### src/shared/uabd_pkg.sv
// Constants and types shared by the auto-baud measurement block
package uabd_pkg;
   // Register byte offsets
   localparam logic [7:0] OFS_CTRL    = 8'h00;
   localparam logic [7:0] OFS_DIV_LO  = 8'h04;
   localparam logic [7:0] OFS_DIV_HI  = 8'h08;
   localparam logic [7:0] OFS_RXDATA  = 8'h0C;
   localparam logic [7:0] OFS_FLAGS   = 8'h10;
   localparam logic [7:0] OFS_EVT     = 8'h14;
   localparam logic [7:0] OFS_MASK    = 8'h18;
   // Control register bit positions
   localparam int CTL_ARM   = 0;
   localparam int CTL_WUE   = 1;
   localparam int CTL_WIDE  = 2;
   localparam int CTL_HSPD  = 3;
   localparam int CTL_OVF   = 4;
   // Flag register bit positions
   localparam int FLG_RCV   = 0;
   localparam int FLG_BUSY  = 1;
   localparam int FLG_RXLVL = 2;
   // Event status and mask bit positions
   localparam int EVT_DONE  = 0;
   localparam int EVT_OVF   = 1;
   localparam int EVT_BRK   = 2;
   localparam int EVT_W     = 3;
   // Reset values and counter constants
   localparam logic [15:0] DIV_RESET   = 16'h0000;
   localparam logic [15:0] DIV_START   = 16'h0001;
   localparam logic [15:0] DIV_MAX     = 16'hFFFF;
   localparam logic [2:0]  RISE_FIRST  = 3'h1;
   localparam logic [2:0]  RISE_LAST   = 3'h4;
   localparam logic [7:0]  RXDATA_VAL  = 8'h00;
   // Prescaler masks: base clock and measurement clock (eight times slower)
   localparam int          PRE_W        = 9;
   localparam logic [8:0]  BASE_MSK_64  = 9'h03F;
   localparam logic [8:0]  BASE_MSK_16  = 9'h00F;
   localparam logic [8:0]  BASE_MSK_4   = 9'h003;
   localparam logic [8:0]  ABD_MSK_512  = 9'h1FF;
   localparam logic [8:0]  ABD_MSK_128  = 9'h07F;
   localparam logic [8:0]  ABD_MSK_32   = 9'h01F;
   // Divider-select codes: none, exactly one, both bits set
   localparam logic [1:0]  SEL_NONE = 2'h0;
   localparam logic [1:0]  SEL_ONE  = 2'h1;
   localparam logic [1:0]  SEL_BOTH = 2'h2;
   // Measurement sequencer states
   typedef enum logic [2:0] {
      ST_IDLE       = 3'b000,
      ST_BRK_FALL   = 3'b001,
      ST_BRK_RISE   = 3'b010,
      ST_START      = 3'b011,
      ST_FIRST_RISE = 3'b100,
      ST_COUNT      = 3'b101
   } uabd_state_e;
endpackage

### src/rtl/uabd_presc.sv
// Oscillator prescaler giving base and measurement clock ticks
`timescale 1ns/1ps
module uabd_presc (
   input  wire logic       clk,
   input  wire logic       rst_n,
   input  wire logic       ce,
   input  wire logic [1:0] sel,
   output logic            base_tick,
   output logic            abd_tick
);
   logic [uabd_pkg::PRE_W-1:0] cnt_q;
   logic [uabd_pkg::PRE_W-1:0] base_msk;
   logic [uabd_pkg::PRE_W-1:0] abd_msk;

   // Free-running count; ticks are taken from its low bits
   always_ff @(posedge clk or negedge rst_n) begin
      if (!rst_n) begin
         cnt_q <= '0;
      end else if (ce) begin
         cnt_q <= cnt_q + 1'b1;
      end
   end

   // Mask choice per divider-select code
   always_comb begin
      unique case (sel)
         uabd_pkg::SEL_ONE: begin
            base_msk = uabd_pkg::BASE_MSK_16;
            abd_msk  = uabd_pkg::ABD_MSK_128;
         end
         uabd_pkg::SEL_BOTH: begin
            base_msk = uabd_pkg::BASE_MSK_4;
            abd_msk  = uabd_pkg::ABD_MSK_32;
         end
         default: begin
            base_msk = uabd_pkg::BASE_MSK_64;
            abd_msk  = uabd_pkg::ABD_MSK_512;
         end
      endcase
   end

   // Measurement tick is always one of every eight base ticks
   assign base_tick = ce & ((cnt_q & base_msk) == base_msk);
   assign abd_tick  = ce & ((cnt_q & abd_msk) == abd_msk);
endmodule // uabd_presc

### src/rtl/uabd_sync.sv
// Receive line synchroniser with edge detection
`timescale 1ns/1ps
module uabd_sync (
   input  wire logic clk,
   input  wire logic rst_n,
   input  wire logic ce,
   input  wire logic d,
   output logic      q,
   output logic      rise,
   output logic      fall
);
   logic meta_q;
   logic sync_q;
   logic prev_q;

   // Two stages; only the second stage feeds edge logic
   always_ff @(posedge clk or negedge rst_n) begin
      if (!rst_n) begin
         meta_q <= 1'b1;
         sync_q <= 1'b1;
         prev_q <= 1'b1;
      end else if (ce) begin
         meta_q <= d;
         sync_q <= meta_q;
         prev_q <= sync_q;
      end
   end

   // Edges from settled copies; gated by ce so a frozen block sees none
   assign q    = sync_q;
   assign rise = ce & sync_q & ~prev_q;
   assign fall = ce & ~sync_q & prev_q;
endmodule // uabd_sync

### src/rtl/uabd_top.sv
// Auto-baud measurement unit with APB registers and baud generator
//
// The implementer's own choices: the register addresses and the APB register port.
`timescale 1ns/1ps
// Function
// - While armed, receive line edges time the divider counter instead of sampling.
// - Setting arm starts calibration; receiver state machine is held idle meanwhile.
// - Counting starts at first rising edge after start bit, on measurement clock.
// - Counting stops on fifth rising edge; count stays in divider pair.
// - Completion clears arm bit and sets receive flag together.
// - Reading receive data clears receive flag; software discards the byte.
// - Full count visible in both bytes so high byte zero confirms fit.
// - Both divider bytes form one 16-bit counter whatever the width select.
// - Measurement counter advances at one eighth of the base clock.
// - Select bits pick base/measure clocks: /64,/512; /16,/128; /4,/32.
// - Final count equals average bit time at full-speed divider clock.
// - With wake-on-break also set, measure the character after the break.
// - Counter starts at one; software subtracts one afterwards.
// - Overflow before fifth edge sets flag; counting continues to fifth edge.
// - Overflow flag refuses clearing while arm bit is still set.
module uabd_top (
   input  wire logic        CLK,
   input  wire logic        ARST_N,
   input  wire logic        CE,
   input  wire logic        PSEL,
   input  wire logic        PENABLE,
   input  wire logic        PWRITE,
   input  wire logic [7:0]  PADDR,
   input  wire logic [31:0] PWDATA,
   output logic      [31:0] PRDATA,
   output logic             PREADY,
   output logic             PSLVERR,
   input  wire logic        RX,
   output logic             IRQ,
   output logic             BAUD_TICK,
   output logic             RX_HOLD_IDLE
);
   logic                  rst_meta_q;
   logic                  rst_n_q;
   logic                  rx_lvl;
   logic                  rx_rise;
   logic                  rx_fall;
   logic                  base_tick;
   logic                  abd_tick;
   logic [1:0]            sel;
   logic                  arm_q;
   logic                  wue_q;
   logic                  wide_q;
   logic                  hspd_q;
   logic                  ovf_q;
   logic                  rcv_q;
   logic [15:0]           div_q;
   logic [15:0]           brg_cnt_q;
   logic [15:0]           divisor;
   logic [2:0]            rise_cnt_q;
   logic [uabd_pkg::EVT_W-1:0] evt_q;
   logic [uabd_pkg::EVT_W-1:0] mask_q;
   logic [uabd_pkg::EVT_W-1:0] evt_set;
   uabd_pkg::uabd_state_e state_q;
   uabd_pkg::uabd_state_e state_d;
   logic                  measuring;
   logic                  done;
   logic                  ovf_hit;
   logic                  wake_fall;
   logic                  brk_end;
   logic                  acc;
   logic                  wr;
   logic                  rd;
   logic                  mapped;
   logic [31:0]           rdata;

   // Reset release through two flops; assertion stays asynchronous
   always_ff @(posedge CLK or negedge ARST_N) begin
      if (!ARST_N) begin
         rst_meta_q <= 1'b0;
         rst_n_q    <= 1'b0;
      end else begin
         rst_meta_q <= 1'b1;
         rst_n_q    <= rst_meta_q;
      end
   end

   // Receive line crosses in from the pin
   uabd_sync u_sync (
      .clk  (CLK),
      .rst_n(rst_n_q),
      .ce   (CE),
      .d    (RX),
      .q    (rx_lvl),
      .rise (rx_rise),
      .fall (rx_fall)
   );

   assign sel = {wide_q & hspd_q, wide_q ^ hspd_q};

   uabd_presc u_presc (
      .clk      (CLK),
      .rst_n    (rst_n_q),
      .ce       (CE),
      .sel      (sel),
      .base_tick(base_tick),
      .abd_tick (abd_tick)
   );

   // APB access phase; completes on the second access cycle
   assign acc    = PSEL & PENABLE & PREADY;
   assign wr     = acc & PWRITE;
   assign rd     = acc & ~PWRITE;
   assign mapped = (PADDR == uabd_pkg::OFS_CTRL)   || (PADDR == uabd_pkg::OFS_DIV_LO) ||
                   (PADDR == uabd_pkg::OFS_DIV_HI) || (PADDR == uabd_pkg::OFS_RXDATA) ||
                   (PADDR == uabd_pkg::OFS_FLAGS)  || (PADDR == uabd_pkg::OFS_EVT)    ||
                   (PADDR == uabd_pkg::OFS_MASK);

   // Sequencer next state
   always_comb begin
      state_d = state_q;
      unique case (state_q)
         uabd_pkg::ST_IDLE: begin
            if (wue_q) begin
               state_d = uabd_pkg::ST_BRK_FALL;
            end else if (arm_q) begin
               state_d = uabd_pkg::ST_START;
            end
         end
         uabd_pkg::ST_BRK_FALL: begin
            if (!wue_q) begin
               state_d = uabd_pkg::ST_IDLE;
            end else if (rx_fall) begin
               state_d = uabd_pkg::ST_BRK_RISE;
            end
         end
         uabd_pkg::ST_BRK_RISE: begin
            if (!wue_q || rx_rise) begin
               state_d = uabd_pkg::ST_IDLE;
            end
         end
         uabd_pkg::ST_START: begin
            if (!arm_q) begin
               state_d = uabd_pkg::ST_IDLE;
            end else if (rx_fall) begin
               state_d = uabd_pkg::ST_FIRST_RISE;
            end
         end
         uabd_pkg::ST_FIRST_RISE: begin
            if (!arm_q) begin
               state_d = uabd_pkg::ST_IDLE;
            end else if (rx_rise) begin
               state_d = uabd_pkg::ST_COUNT;
            end
         end
         uabd_pkg::ST_COUNT: begin
            if (!arm_q || done) begin
               state_d = uabd_pkg::ST_IDLE;
            end
         end
         default: state_d = uabd_pkg::ST_IDLE;
      endcase
   end

   assign done      = (state_q == uabd_pkg::ST_COUNT) & arm_q & rx_rise & (rise_cnt_q == uabd_pkg::RISE_LAST);
   assign ovf_hit   = (state_q == uabd_pkg::ST_COUNT) & arm_q & abd_tick & ~done & (div_q == uabd_pkg::DIV_MAX);
   assign wake_fall = (state_q == uabd_pkg::ST_BRK_FALL) & wue_q & rx_fall;
   assign brk_end   = (state_q == uabd_pkg::ST_BRK_RISE) & wue_q & rx_rise;
   assign measuring = (state_q == uabd_pkg::ST_FIRST_RISE) | (state_q == uabd_pkg::ST_COUNT);

   // Sequencer state register
   always_ff @(posedge CLK or negedge rst_n_q) begin
      if (!rst_n_q) begin
         state_q <= uabd_pkg::ST_IDLE;
      end else if (CE) begin
         state_q <= state_d;
      end
   end

   // Rising edges seen since counting began
   always_ff @(posedge CLK or negedge rst_n_q) begin
      if (!rst_n_q) begin
         rise_cnt_q <= '0;
      end else if (CE) begin
         if (state_q == uabd_pkg::ST_FIRST_RISE && rx_rise) begin
            rise_cnt_q <= uabd_pkg::RISE_FIRST;
         end else if (state_q == uabd_pkg::ST_COUNT && rx_rise) begin
            rise_cnt_q <= rise_cnt_q + 1'b1;
         end
      end
   end

   // Control bits; a software write of arm wins over the hardware clear
   always_ff @(posedge CLK or negedge rst_n_q) begin
      if (!rst_n_q) begin
         arm_q  <= 1'b0;
         wue_q  <= 1'b0;
         wide_q <= 1'b0;
         hspd_q <= 1'b0;
      end else if (CE) begin
         if (wr && PADDR == uabd_pkg::OFS_CTRL) begin
            arm_q  <= PWDATA[uabd_pkg::CTL_ARM];
            wue_q  <= PWDATA[uabd_pkg::CTL_WUE];
            wide_q <= PWDATA[uabd_pkg::CTL_WIDE];
            hspd_q <= PWDATA[uabd_pkg::CTL_HSPD];
         end else begin
            if (done) begin
               arm_q <= 1'b0;
            end
            // Break over: wake enable drops on line rising
            if (brk_end) begin
               wue_q <= 1'b0;
            end
         end
      end
   end

   // Overflow flag; set wins over a clear in the same cycle
   always_ff @(posedge CLK or negedge rst_n_q) begin
      if (!rst_n_q) begin
         ovf_q <= 1'b0;
      end else if (CE) begin
         if (ovf_hit) begin
            ovf_q <= 1'b1;
         end else if (wr && PADDR == uabd_pkg::OFS_CTRL && !PWDATA[uabd_pkg::CTL_OVF] && !arm_q) begin
            ovf_q <= 1'b0;
         end
      end
   end

   // Receive flag; a data read clears it unless a new set arrives
   always_ff @(posedge CLK or negedge rst_n_q) begin
      if (!rst_n_q) begin
         rcv_q <= 1'b0;
      end else if (CE) begin
         if (done || wake_fall) begin
            rcv_q <= 1'b1;
         end else if (rd && PADDR == uabd_pkg::OFS_RXDATA) begin
            rcv_q <= 1'b0;
         end
      end
   end

   // Divider pair: software bytes, or the measurement counter when armed
   always_ff @(posedge CLK or negedge rst_n_q) begin
      if (!rst_n_q) begin
         div_q <= uabd_pkg::DIV_RESET;
      end else if (CE) begin
         if (state_q == uabd_pkg::ST_FIRST_RISE && arm_q && rx_rise) begin
            div_q <= uabd_pkg::DIV_START;
         end else if (state_q == uabd_pkg::ST_COUNT && arm_q && abd_tick && !done) begin
            div_q <= div_q + 1'b1;
         end else if (!measuring && wr && PADDR == uabd_pkg::OFS_DIV_LO) begin
            div_q[7:0] <= PWDATA[7:0];
         end else if (!measuring && wr && PADDR == uabd_pkg::OFS_DIV_HI) begin
            div_q[15:8] <= PWDATA[7:0];
         end
      end
   end

   // Normal baud generator; narrow mode ignores the high byte
   assign divisor = wide_q ? div_q : {8'h00, div_q[7:0]};

   always_ff @(posedge CLK or negedge rst_n_q) begin
      if (!rst_n_q) begin
         brg_cnt_q <= uabd_pkg::DIV_RESET;
         BAUD_TICK <= 1'b0;
      end else if (CE) begin
         BAUD_TICK <= 1'b0;
         // generator idle while armed; no stray ticks before the start bit
         if (measuring || arm_q) begin
            brg_cnt_q <= uabd_pkg::DIV_RESET;
         end else if (base_tick) begin
            if (brg_cnt_q == uabd_pkg::DIV_RESET) begin
               brg_cnt_q <= divisor;
               BAUD_TICK <= 1'b1;
            end else begin
               brg_cnt_q <= brg_cnt_q - 1'b1;
            end
         end
      end
   end

   always_ff @(posedge CLK or negedge rst_n_q) begin
      if (!rst_n_q) begin
         RX_HOLD_IDLE <= 1'b0;
      end else if (CE) begin
         RX_HOLD_IDLE <= arm_q | wue_q | (state_d != uabd_pkg::ST_IDLE);
      end
   end

   // Sticky events, one per bit, write one to clear, set wins
   assign evt_set[uabd_pkg::EVT_DONE] = done;
   assign evt_set[uabd_pkg::EVT_OVF]  = ovf_hit;
   assign evt_set[uabd_pkg::EVT_BRK]  = brk_end;

   genvar gi;
   generate
      for (gi = 0; gi < uabd_pkg::EVT_W; gi++) begin : g_evt
         always_ff @(posedge CLK or negedge rst_n_q) begin
            if (!rst_n_q) begin
               evt_q[gi] <= 1'b0;
            end else if (CE) begin
               if (evt_set[gi]) begin
                  evt_q[gi] <= 1'b1;
               end else if (wr && PADDR == uabd_pkg::OFS_EVT && PWDATA[gi]) begin
                  evt_q[gi] <= 1'b0;
               end
            end
         end
      end
   endgenerate

   // Mask register and level interrupt
   always_ff @(posedge CLK or negedge rst_n_q) begin
      if (!rst_n_q) begin
         mask_q <= '0;
         IRQ    <= 1'b0;
      end else if (CE) begin
         if (wr && PADDR == uabd_pkg::OFS_MASK) begin
            mask_q <= PWDATA[uabd_pkg::EVT_W-1:0];
         end
         IRQ <= |(evt_q & mask_q);
      end
   end

   // Read multiplexer; both bytes always readable
   always_comb begin
      rdata = '0;
      unique case (PADDR)
         uabd_pkg::OFS_CTRL: begin
            rdata[uabd_pkg::CTL_ARM]  = arm_q;
            rdata[uabd_pkg::CTL_WUE]  = wue_q;
            rdata[uabd_pkg::CTL_WIDE] = wide_q;
            rdata[uabd_pkg::CTL_HSPD] = hspd_q;
            rdata[uabd_pkg::CTL_OVF]  = ovf_q;
         end
         uabd_pkg::OFS_DIV_LO: rdata[7:0] = div_q[7:0];
         uabd_pkg::OFS_DIV_HI: rdata[7:0] = div_q[15:8];
         uabd_pkg::OFS_RXDATA: rdata[7:0] = uabd_pkg::RXDATA_VAL;
         uabd_pkg::OFS_FLAGS: begin
            rdata[uabd_pkg::FLG_RCV]   = rcv_q;
            rdata[uabd_pkg::FLG_BUSY]  = measuring;
            rdata[uabd_pkg::FLG_RXLVL] = rx_lvl;
         end
         uabd_pkg::OFS_EVT:  rdata[uabd_pkg::EVT_W-1:0] = evt_q;
         uabd_pkg::OFS_MASK: rdata[uabd_pkg::EVT_W-1:0] = mask_q;
         default: rdata = '0;
      endcase
   end

   // APB answer: one wait cycle, data and error registered
   always_ff @(posedge CLK or negedge rst_n_q) begin
      if (!rst_n_q) begin
         PREADY  <= 1'b0;
         PRDATA  <= '0;
         PSLVERR <= 1'b0;
      end else if (CE) begin
         PREADY  <= PSEL & PENABLE & ~PREADY;
         PSLVERR <= PSEL & PENABLE & ~PREADY & ~mapped;
         if (PSEL && PENABLE && !PREADY && !PWRITE) begin
            PRDATA <= rdata;
         end
      end
   end
endmodule // uabd_top

### config.mk
export PLATFORM = sky130hd
export DESIGN_NAME = uabd_top
export DESIGN_NICKNAME = d
export VERILOG_FILES = /design/src/shared/uabd_pkg.sv /design/src/rtl/uabd_presc.sv /design/src/rtl/uabd_sync.sv /design/src/rtl/uabd_top.sv
export SDC_FILE = /design/constraint.sdc
export NUM_CORES = 1
export LEC_CHECK = 0
export CAP_MARGIN = 20
export CORE_MARGIN = 10
export CORE_UTILIZATION = 44
export CTS_CLUSTER_SIZE = 8
export DETAILED_ROUTE_END_ITERATION = 8
export DONT_BUFFER_PORTS = 1
export PLACE_DENSITY = 0.63
export SYNTH_ARGS = -nofsm -noshare
export SYNTH_HDL_FRONTEND = slang
export SYNTH_HIERARCHICAL = 1
export SYNTH_SLANG_ARGS = --single-unit
### constraint.sdc
create_clock -name CLK -period 3.1 [get_ports CLK]
set_input_delay 0.62 -clock CLK [delete_from_list [all_inputs] [get_ports CLK]]
set_output_delay 0.62 -clock CLK [all_outputs]
set_load 0.005 [all_outputs]
* After elaboration in Yosys (flattened, before gate mapping)
Cells that the tools add are included.
Word-level totals: logic and storage cells 198, output and inout port bits 37, bits of input ports 47, register bits after elaboration 77
Operators by class: reductions and logical operators 69, bitwise gates (word level) 36, muxes and demuxes 44, eq/ne operators 18, $add $sub $neg 4
Operator list (number):
- 16-bit 2-to-1 mux | 6
- 3-bit 2-to-1 mux | 12
- 3-bit case mux with 6 select lines | 2
- 2-bit AND reduction | 13
- 8-bit by 5-bit == test with 1-bit output, second input constant | 3
- 8-bit 2-to-1 mux | 3
- 1-bit bitwise AND | 23
- 1-bit logical AND | 22
- 9-bit case mux with 2 select lines | 1
- 2-bit nonzero test | 9
- 1-bit 2-to-1 mux | 17
- 16-bit by 1-bit adder with 16-bit output, second input constant | 1
- 16-bit == test, second input constant | 1
- 8-bit by 4-bit == test with 1-bit output, second input constant | 2
- 16-bit zero test | 1
- 16-bit by 1-bit subtractor with 16-bit output, second input constant | 1
- 6-bit case mux with 2 select lines | 1
- 1-bit logical OR | 10
- 9-bit by 1-bit adder with 9-bit output, second input constant | 1
- 9-bit by 6-bit bitwise AND with 9-bit output | 1
- 9-bit bitwise AND | 1
- 3-bit == test, second input constant | 3
- 9-bit by 6-bit == test with 1-bit output | 1
- 9-bit == test | 1
- other kinds (19) | 35

* Logic depth before layout (Yosys ltp)
Gate-level depths: netlist of the first run.
word-level depth 11, gate-level depth with buffers 11, gate-level depth less buffers 10

* Cells and area by module
The synthesis of the first run kept the hierarchy.
By module, submodules not included:
- uabd_top | cells an instance 482, instances 1, seq. area each 1626.6 µm², area an instance 4144.0 µm²
- uabd_presc | cells an instance 39, instances 1, seq. area each 225.2 µm², area an instance 442.9 µm²
- uabd_sync | cells an instance 8, instances 1, seq. area each 78.8 µm², area an instance 132.6 µm²

* Least setup slack after synthesis of the first run
Ideal clock, no wire load.
path kind flip-flop to flip-flop, start point reg wide_q, end point reg div_q[1], cell stages (with the launch flop) 10, setup time 125 ps, buffers on the path 1, clock period less this slack 2588 ps, setup slack 512 ps, data required time 2975 ps, arrival time 2463 ps, cells stage by stage dfrtp_1 > ha_1 > inv_1 > ha_1 > a2111oi_2 > a31oi_1 > nor2_1 > or2_2 > clkbuf_1 > mux2_2
On the way: cells in the longest elaborated chain, start to end 10, elaborated cells on any way between the ends 14, those cells by class eq/ne (3); mux (3); bitwise (4); reduce/logical (4)
Ends and longest elaborated chain:
- start, declared | RTL line uabd_top.sv:48 | logic wide_q;
- start signal, assigned | RTL line uabd_top.sv:199 | wide_q <= PWDATA[uabd_pkg::CTL_WIDE];
- 1-bit bitwise XOR * | RTL line uabd_top.sv:94 | assign sel = {wide_q & hspd_q, wide_q ^ hspd_q};
- via sel[0] | RTL line uabd_top.sv:45 | logic [1:0] sel;
- 2-bit == test / 2-bit by 1-bit == test with 1-bit output (equally long branches) | RTL line uabd_presc.sv:26 | unique case (sel)
- 9-bit case mux with 2 select lines * | RTL line uabd_presc.sv:26
- 9-bit bitwise AND | RTL line uabd_presc.sv:44 | assign abd_tick = ce & ((cnt_q & abd_msk) == abd_msk);
- 9-bit == test * | RTL line uabd_presc.sv:44
- 1-bit bitwise AND * | RTL line uabd_presc.sv:44
- via abd_tick | RTL line uabd_top.sv:44 | logic abd_tick;
- 1-bit logical AND * (2 in a row) | RTL line uabd_top.sv:246 | end else if (state_q == uabd_pkg::ST_COUNT && arm_q && abd_tick && !done) begin
- 3-bit nonzero test (no source line) / 16-bit 2-to-1 mux (equally long branches)
- 2-bit AND reduction (no source line) / 16-bit 2-to-1 mux (equally long branches)
- end signal, assigned | RTL line uabd_top.sv:245 | div_q <= uabd_pkg::DIV_START;
- end signal, assigned | RTL line uabd_top.sv:247 | div_q <= div_q + 1'b1;
- end signal, assigned | RTL line uabd_top.sv:249 | div_q[7:0] <= PWDATA[7:0];
- end, declared | RTL line uabd_top.sv:52 | logic [15:0] div_q;
The timed path passes the listed nets; every way through them passes the cells marked *. A chain may end at the register's enable or synchronous reset.

* Worst setup path after layout of the first run
start point reg wide_q, end point reg brg_cnt_q[15]
On the way: cells in the longest elaborated chain, start to end 8, elaborated cells on any way between the ends 14, those cells by class eq/ne (3); mux (5); bitwise (4); reduce/logical (2)
Ends and longest elaborated chain:
- 1-bit bitwise XOR * | RTL line uabd_top.sv:94
- via sel[0] | RTL line uabd_top.sv:45
- 2-bit == test / 2-bit by 1-bit == test with 1-bit output (equally long branches) | RTL line uabd_presc.sv:26
- 6-bit case mux with 2 select lines * | RTL line uabd_presc.sv:26
- 9-bit by 6-bit bitwise AND with 9-bit output | RTL line uabd_presc.sv:43 | assign base_tick = ce & ((cnt_q & base_msk) == base_msk);
- 9-bit by 6-bit == test with 1-bit output * | RTL line uabd_presc.sv:43
- 1-bit bitwise AND * | RTL line uabd_presc.sv:43
- via base_tick | RTL line uabd_top.sv:43 | logic base_tick;
- 2-bit nonzero test (no source line) *
- 2-bit AND reduction (no source line) *
- end signal, assigned | RTL line uabd_top.sv:261 | brg_cnt_q <= uabd_pkg::DIV_RESET;
- end signal, assigned | RTL line uabd_top.sv:267 | brg_cnt_q <= uabd_pkg::DIV_RESET;
- end signal, assigned | RTL line uabd_top.sv:270 | brg_cnt_q <= divisor;
- end, declared | RTL line uabd_top.sv:53 | logic [15:0] brg_cnt_q;
The timed path passes the listed nets; every way through them passes the cells marked *. The select of a mux whose other input is x is not followed.

==> impl_metrics.yaml, run 1 <==
route:
  drt-total-wl_mm: 12.6
  first_pass_iters: 5
  viasPerCell: 6.11
  via_count: 4059
  wl_per_cell_um: 19.0
  ant_nets: 0
  remaining_drc_errors: 0
  drtIter0Drc: 542
timing:
  fin_ws_ns: 0.314
  relSlewSlack_pct: 60.0
  finalSetupViolations: 0
  maxClockFrequency_mhz: 359
  tightest_slew_ns: 0.595
  setup-tns-final_ns: 0
  final-max-slew-violation-count: 0
  rsz0062_at_grt: "false"
  finalCritPeriodShare_pct: 89.9
  min_period_ns: 2.79
  fin_hold_ws_ns: 0.138
  hold_viol: 0
  skew_ns: 0.0120
synthesis:
  netlist_area_um2: 4720
  ys_ff_latch: 77
  syn_area_per_cell_um2: 8.92
  seq_area_frac_synth_pct: 40.9
  synthDistinctLibCells: 69
  synth_edf_count: 0
  netlist_instances: 529
  synth_flop_cell: "dfrtp_1"
  synth_warnings: 6
  async_reset_ff_share_pct: 100
clock_tree:
  cts_num_sinks: 77
  cts_root_buffer: "clkbuf_8"
  cts_setup_buffers: 0
  numCtsBuffers: 9
  cts_tree: "done"
  cts_buffer_depth: 2
  insertion_delay_ns: 0.38
  htree_levels: 3
  clk_pin_slew_worst_paths_ns: 0.09
floorplanning:
  num_rows: 37
  dieArea_um2: 15300
  start_util_pct: 45.5
  coreArea_um2: 10400
  die_h_um: 124
  fp.dieW_um: 124
  io_pins: 84
critical_path:
  slowest_delay_ns: 0.47
  required_ns: 3.37
  crit_arrival_ns: 3.06
  critical_path_class: "register to register"
  end_kind: "register"
  cp_max_fo: 7
  start_kind: "register"
  path_cells: "ha_1 > inv_1 > ha_1 > a211oi_1 > nand2_1 > or3_1 > nor2_1 > nand2_1 > o311ai_0"
  slowest_stage: "dfrtp_1"
  crit_buf_inv: 1
  critPathTopFamily: "simple AND/OR/NAND/NOR gates"
min_path:
  hold_class: "register to async pin"
layout:
  drive_gt1_share_pct: 12.3
  antennaDiodeCount: 0
  area_growth_pct: 6.68
  mostFrequentLayoutCells: "dfrtp_1, nand2_1, o21ai_0"
  nFillCells: 1017
  mostFrequentLayoutCell: "dfrtp_1"
  nets: 578
placed_design:
  place.gp.congestion: 0.866
  pre_cts_ws_ns: 0.277
  dp_hpwl_mm: 9.07
  port_buffers: 0
power_and_ir_drop:
  peakVddDrop_v: 0.000280
  p_per_area_nw_per_um2: 485
  leakage_nw: 2.15
global_routing:
  grt_pass1_wl_mm: 20.3
  grt_max_degree: 76
  overflow: 0
  antenna_found_initial: 0
  grt_use_total_pct: 17.0
  first_global_vias: 3887
outcome:
  status: "finished clean"
run:
  cap_violations: 0
-- metal layers --
metal	track usage (%)	part of all wire (%)	wire length [um]
met1	20.8	41	5240
met2	26.8	47	6010
met3	4.19	7.7	975
met4	9.68	3.3	423
met5	0	0	0
-- flip-flops by register name (all words and copies together) (netlist names), 3 cells and up --
| register | flops |
|---|---|
| u_presc/cnt_q | 9 |
| PRDATA | 8 |
| evt_q | 3 |
| rise_cnt_q | 3 |
| brg_cnt_q | 16 |
| state_q | 3 |
| mask_q | 3 |
| div_q | 16 |
-- layout make-up --
cell class,instances,area [um2],share of cell area [%]
inverter,19,71.3,1.42
timing repair buffer,15,135,2.68
clock inverter,7,96.3,1.91
tap,136,170,3.38
sequential,77,1930,38.4
multi-input combinational,401,2500,49.7
clock buffer,9,124,2.46
-- cell usage after synthesis, types with 5 or more instances --
cell,count,area (um2)
nand2b_1,5,31.3
ha_1,8,100
nor4_1,7,43.8
and3_1,5,31.3
buf_4,24,180
mux2i_1,9,90.1
dfrtp_1,74,1850
clkbuf_1,21,78.8
mux2_2,13,146
o31ai_1,11,82.6
buf_2,7,35.0
nor3_1,19,95.1
nand2_1,61,229
a22o_1,8,70.1
a21oi_1,24,120
inv_1,19,71.3
nand3_1,19,95.1
o21ai_0,41,205
nor2_1,28,105
or2_2,6,37.5
o22ai_1,11,68.8
nand4_1,9,56.3
-- cell families after synthesis --
| kind of cell | after synthesis | synth area share [%] |
|---|---|---|
| AO/OA/AOI/OAI | 151 | 21.8 |
| XOR/XNOR | 8 | 1.48 |
| adder cells (fa/ha/maj) | 8 | 2.12 |
| buffers and inverters | 74 | 7.98 |
| flip-flops | 77 | 40.9 |
| multiplexers | 22 | 5.01 |
| other | 2 | 0.159 |
| AND/OR/NAND/NOR | 187 | 20.6 |
-- worst paths after layout --
| path | depth (start not counted) | startpoint | slack [ns] | to |
|---|---|---|---|---|
| min reg2reg | 0 | rst_n_q | 0.14 | div_q[1] |
| max in group asynchronous | 1 | rst_n_q | 2.38 | u_sync/meta_q |
| min | 0 | rst_n_q | 0.14 | div_q[1] |
| max | 9 | wide_q | 0.31 | brg_cnt_q[15] |
| max reg2reg | 9 | wide_q | 0.31 | brg_cnt_q[15] |
| min in group CLK | 1 | CE | 0.31 | u_presc/cnt_q[0] |
-- timing repair --
action	4_1_cts	5_1_grt
resized for setup	0	0
endpoints found under the hold margin	2	0
hold buffers	1	0
-- metrics by stage --
stage / util, % / power, W / area [um2] / cells
floorplan: - / 0.00151 / 4810 / 552
global placement: 46.1 / 0.00155 / 4780 / 646
detailed placement: 46.1 / 0.00157 / 4780 / 646
CTS: 48.3 / 0.00245 / 5010 / 663
global route: 48.6 / 0.00257 / 5030 / 664
finish: 48.6 / 0.00244 / 5030 / 664
-- report_power, final --
group | switching, W | internal [W] | leakage [nW] | total, W
Combinational | 0.000223 | 0.000164 | 1.02 | 0.000388
Sequential | 0.0000901 | 0.00108 | 1.02 | 0.00117
Clock | 0.000422 | 0.000459 | 0.114 | 0.000881
Note: power is estimated with default switching activity, not from simulation.
==> run 2, diff against run 1 <==
--- a/config.mk
+++ b/config.mk
@@ -5,13 +5,15 @@
 export SDC_FILE = /design/constraint.sdc
 export NUM_CORES = 1
 export LEC_CHECK = 0
-export CAP_MARGIN = 20
+export CAP_MARGIN = 10
 export CORE_MARGIN = 10
 export CORE_UTILIZATION = 44
 export CTS_CLUSTER_SIZE = 8
 export DETAILED_ROUTE_END_ITERATION = 8
 export DONT_BUFFER_PORTS = 1
+export GPL_TIMING_DRIVEN = 1
 export PLACE_DENSITY = 0.63
+export REMOVE_ABC_BUFFERS = 1
 export SYNTH_ARGS = -nofsm -noshare
 export SYNTH_HDL_FRONTEND = slang
 export SYNTH_HIERARCHICAL = 1
==> impl_metrics.yaml, run 2 (same netlist as run 1, synthesis figures left out) <==
global_routing:
  antenna_found_initial: 0
  grt_use_met3_pct: 4.42
  grt_pass1_wl_mm: 20.0
  use_met2_pct: 25.3
  overflow: 0
  grt.met1_usage_pct: 21.7
  grt_max_degree: 76
  grt_most_used_layer: "met2"
  first_global_vias: 3894
  grt_use_total_pct: 16.3
critical_path:
  critical_path_class: "register to register"
  cp_max_fo: 3
  regToRegSetupSlack_ns: 0.47
  start_kind: "register"
  slowest_delay_ns: 0.42
  crit_arrival_ns: 2.87
  critPathLaunch: "hspd_q"
  reg2reg_from: "hspd_q"
  slowest_stage: "dfrtp_1"
  timing.rr.end: "brg_cnt_q[15]"
  reg2reg_depth: 9
  end_kind: "register"
  path_cells: "ha_1 > inv_1 > ha_1 > a211oi_1 > nand2_1 > or3_1 > nor2_1 > nand2_1 > o311ai_0"
  required_ns: 3.34
timing:
  final-max-slew-violation-count: 0
  relSlewSlack_pct: 35.2
  hold_viol: 0
  tightest_slew_ns: 0.972
  setup-tns-final_ns: 0
  finalSetupViolations: 0
  finalCritPeriodShare_pct: 84.9
  min_period_ns: 2.63
  skew_ns: 0.00831
  maxClockFrequency_mhz: 380
  fin_hold_ws_ns: 0.339
  rsz0062_at_grt: "false"
min_path:
  min-delay-start: "CE"
  hold_class: "input pin to register"
  whs_path_depth: 1
  whs_endpoint: "IRQ"
layout:
  mostFrequentLayoutCell: "dfrtp_1"
  nets: 578
  nFillCells: 1027
  mostFrequentLayoutCells: "dfrtp_1, nand2_1, o21ai_0"
  final-seq-area_um2: 1930
  area_growth_pct: 6.34
  reg.largest.list: "brg_cnt_q x16, div_q x16, u_presc/cnt_q x9"
  drive_gt1_share_pct: 12.3
  multi_input_area_um2: 2500
  antennaDiodeCount: 0
  fin_cells: 664
clock_tree:
  numCtsBuffers: 9
  cts_num_sinks: 77
  clk_pin_slew_worst_paths_ns: 0.08
  htree_levels: 3
  cts_buffer_depth: 2
  insertion_delay_ns: 0.36
  cts_root_buffer: "clkbuf_8"
  cts_tree: "done"
  cts_setup_buffers: 0
route:
  wl_per_cell_um: 18.4
  ant_nets: 0
  remaining_drc_errors: 0
  drtIter0Drc: 304
  drt-total-wl_mm: 12.2
  viasPerCell: 6.03
  via_count: 4002
  first_pass_iters: 4
placed_design:
  place.gp.congestion: 0.889
  port_buffers: 0
  dp_hpwl_mm: 9.02
  dpl.cell_count: 647
floorplanning:
  fp.dieW_um: 124
  num_rows: 37
  coreArea_um2: 10400
  io_pins: 84
  dieArea_um2: 15300
  die_h_um: 124
  start_util_pct: 45.5
outcome:
  status: "finished clean"
run:
  cap_violations: 0
power_and_ir_drop:
  p_per_area_nw_per_um2: 480
  peakVddDrop_v: 0.000275
  leakage_nw: 2.13
[run 2: worst max path at each step]
stage | endpoint | slack, ns | depth (start not counted)
3_3_place_gp | brg_cnt_q[15] | 0.51 | 9
3_5_place_dp | brg_cnt_q[15] | 0.40 | 9
6_report | brg_cnt_q[15] | 0.47 | 9
5_1_grt | brg_cnt_q[15] | 0.18 | 9
2_1_floorplan | div_q[1] | 0.36 | 8
4_1_cts | brg_cnt_q[15] | 0.41 | 9
[run 2: routing by layer]
metal,part of all wire [%],wire (um),vias up
met5,0,0,-
li1,-,-,1891
met4,0.95,116,0
met3,6.0,737,9
met1,45,5530,1993
met2,48,5810,109
[run 2: power by group]
| group | switching, W | leakage (nW) | internal, W | total [W] |
|---|---|---|---|---|
| clock network | 0.000397 | 0.102 | 0.000455 | 0.000852 |
| logic | 0.000209 | 1.01 | 0.000161 | 0.000370 |
| registers | 0.000106 | 1.02 | 0.00108 | 0.00119 |
[run 2: cell type report]
class | instances | share of cell area [%]
multi-input cells | 401 | 49.9
flip-flops and latches | 77 | 38.5
well taps | 136 | 3.39
clock buffers | 9 | 2.47
repair buffers | 15 | 2.29
clock inverters | 7 | 1.99
inverters | 19 | 1.42
[run 2: repair_timing]
action,4_1_cts,5_1_grt
gates resized for setup,0,0
hold endpoints to repair,2,0
hold buffers,1,0
[run 2: critical path: cells and delay by family, from the launching register on]
kind            cells  cell delay, ns
compound gates      2            0.63
fa+ha+maj           2            0.60
simple gates        4            0.83
flops               1            0.42
buf+inv             1            0.04
[run 2: per-stage QoR]
| stage | power (W) | cell area, um2 | util [%] | setup slack (ns) |
|---|---|---|---|---|
| global placement | 0.00156 | 4780 | 46.1 | 0.510 |
| floorplan | 0.00147 | 4500 | - | 0.360 |
| finish | 0.00241 | 5020 | 48.4 | 0.469 |
| global route | 0.00254 | 5020 | 48.4 | 0.178 |
| CTS | 0.00242 | 5020 | 48.4 | 0.408 |
| detailed placement | 0.00157 | 4780 | 46.1 | 0.395 |
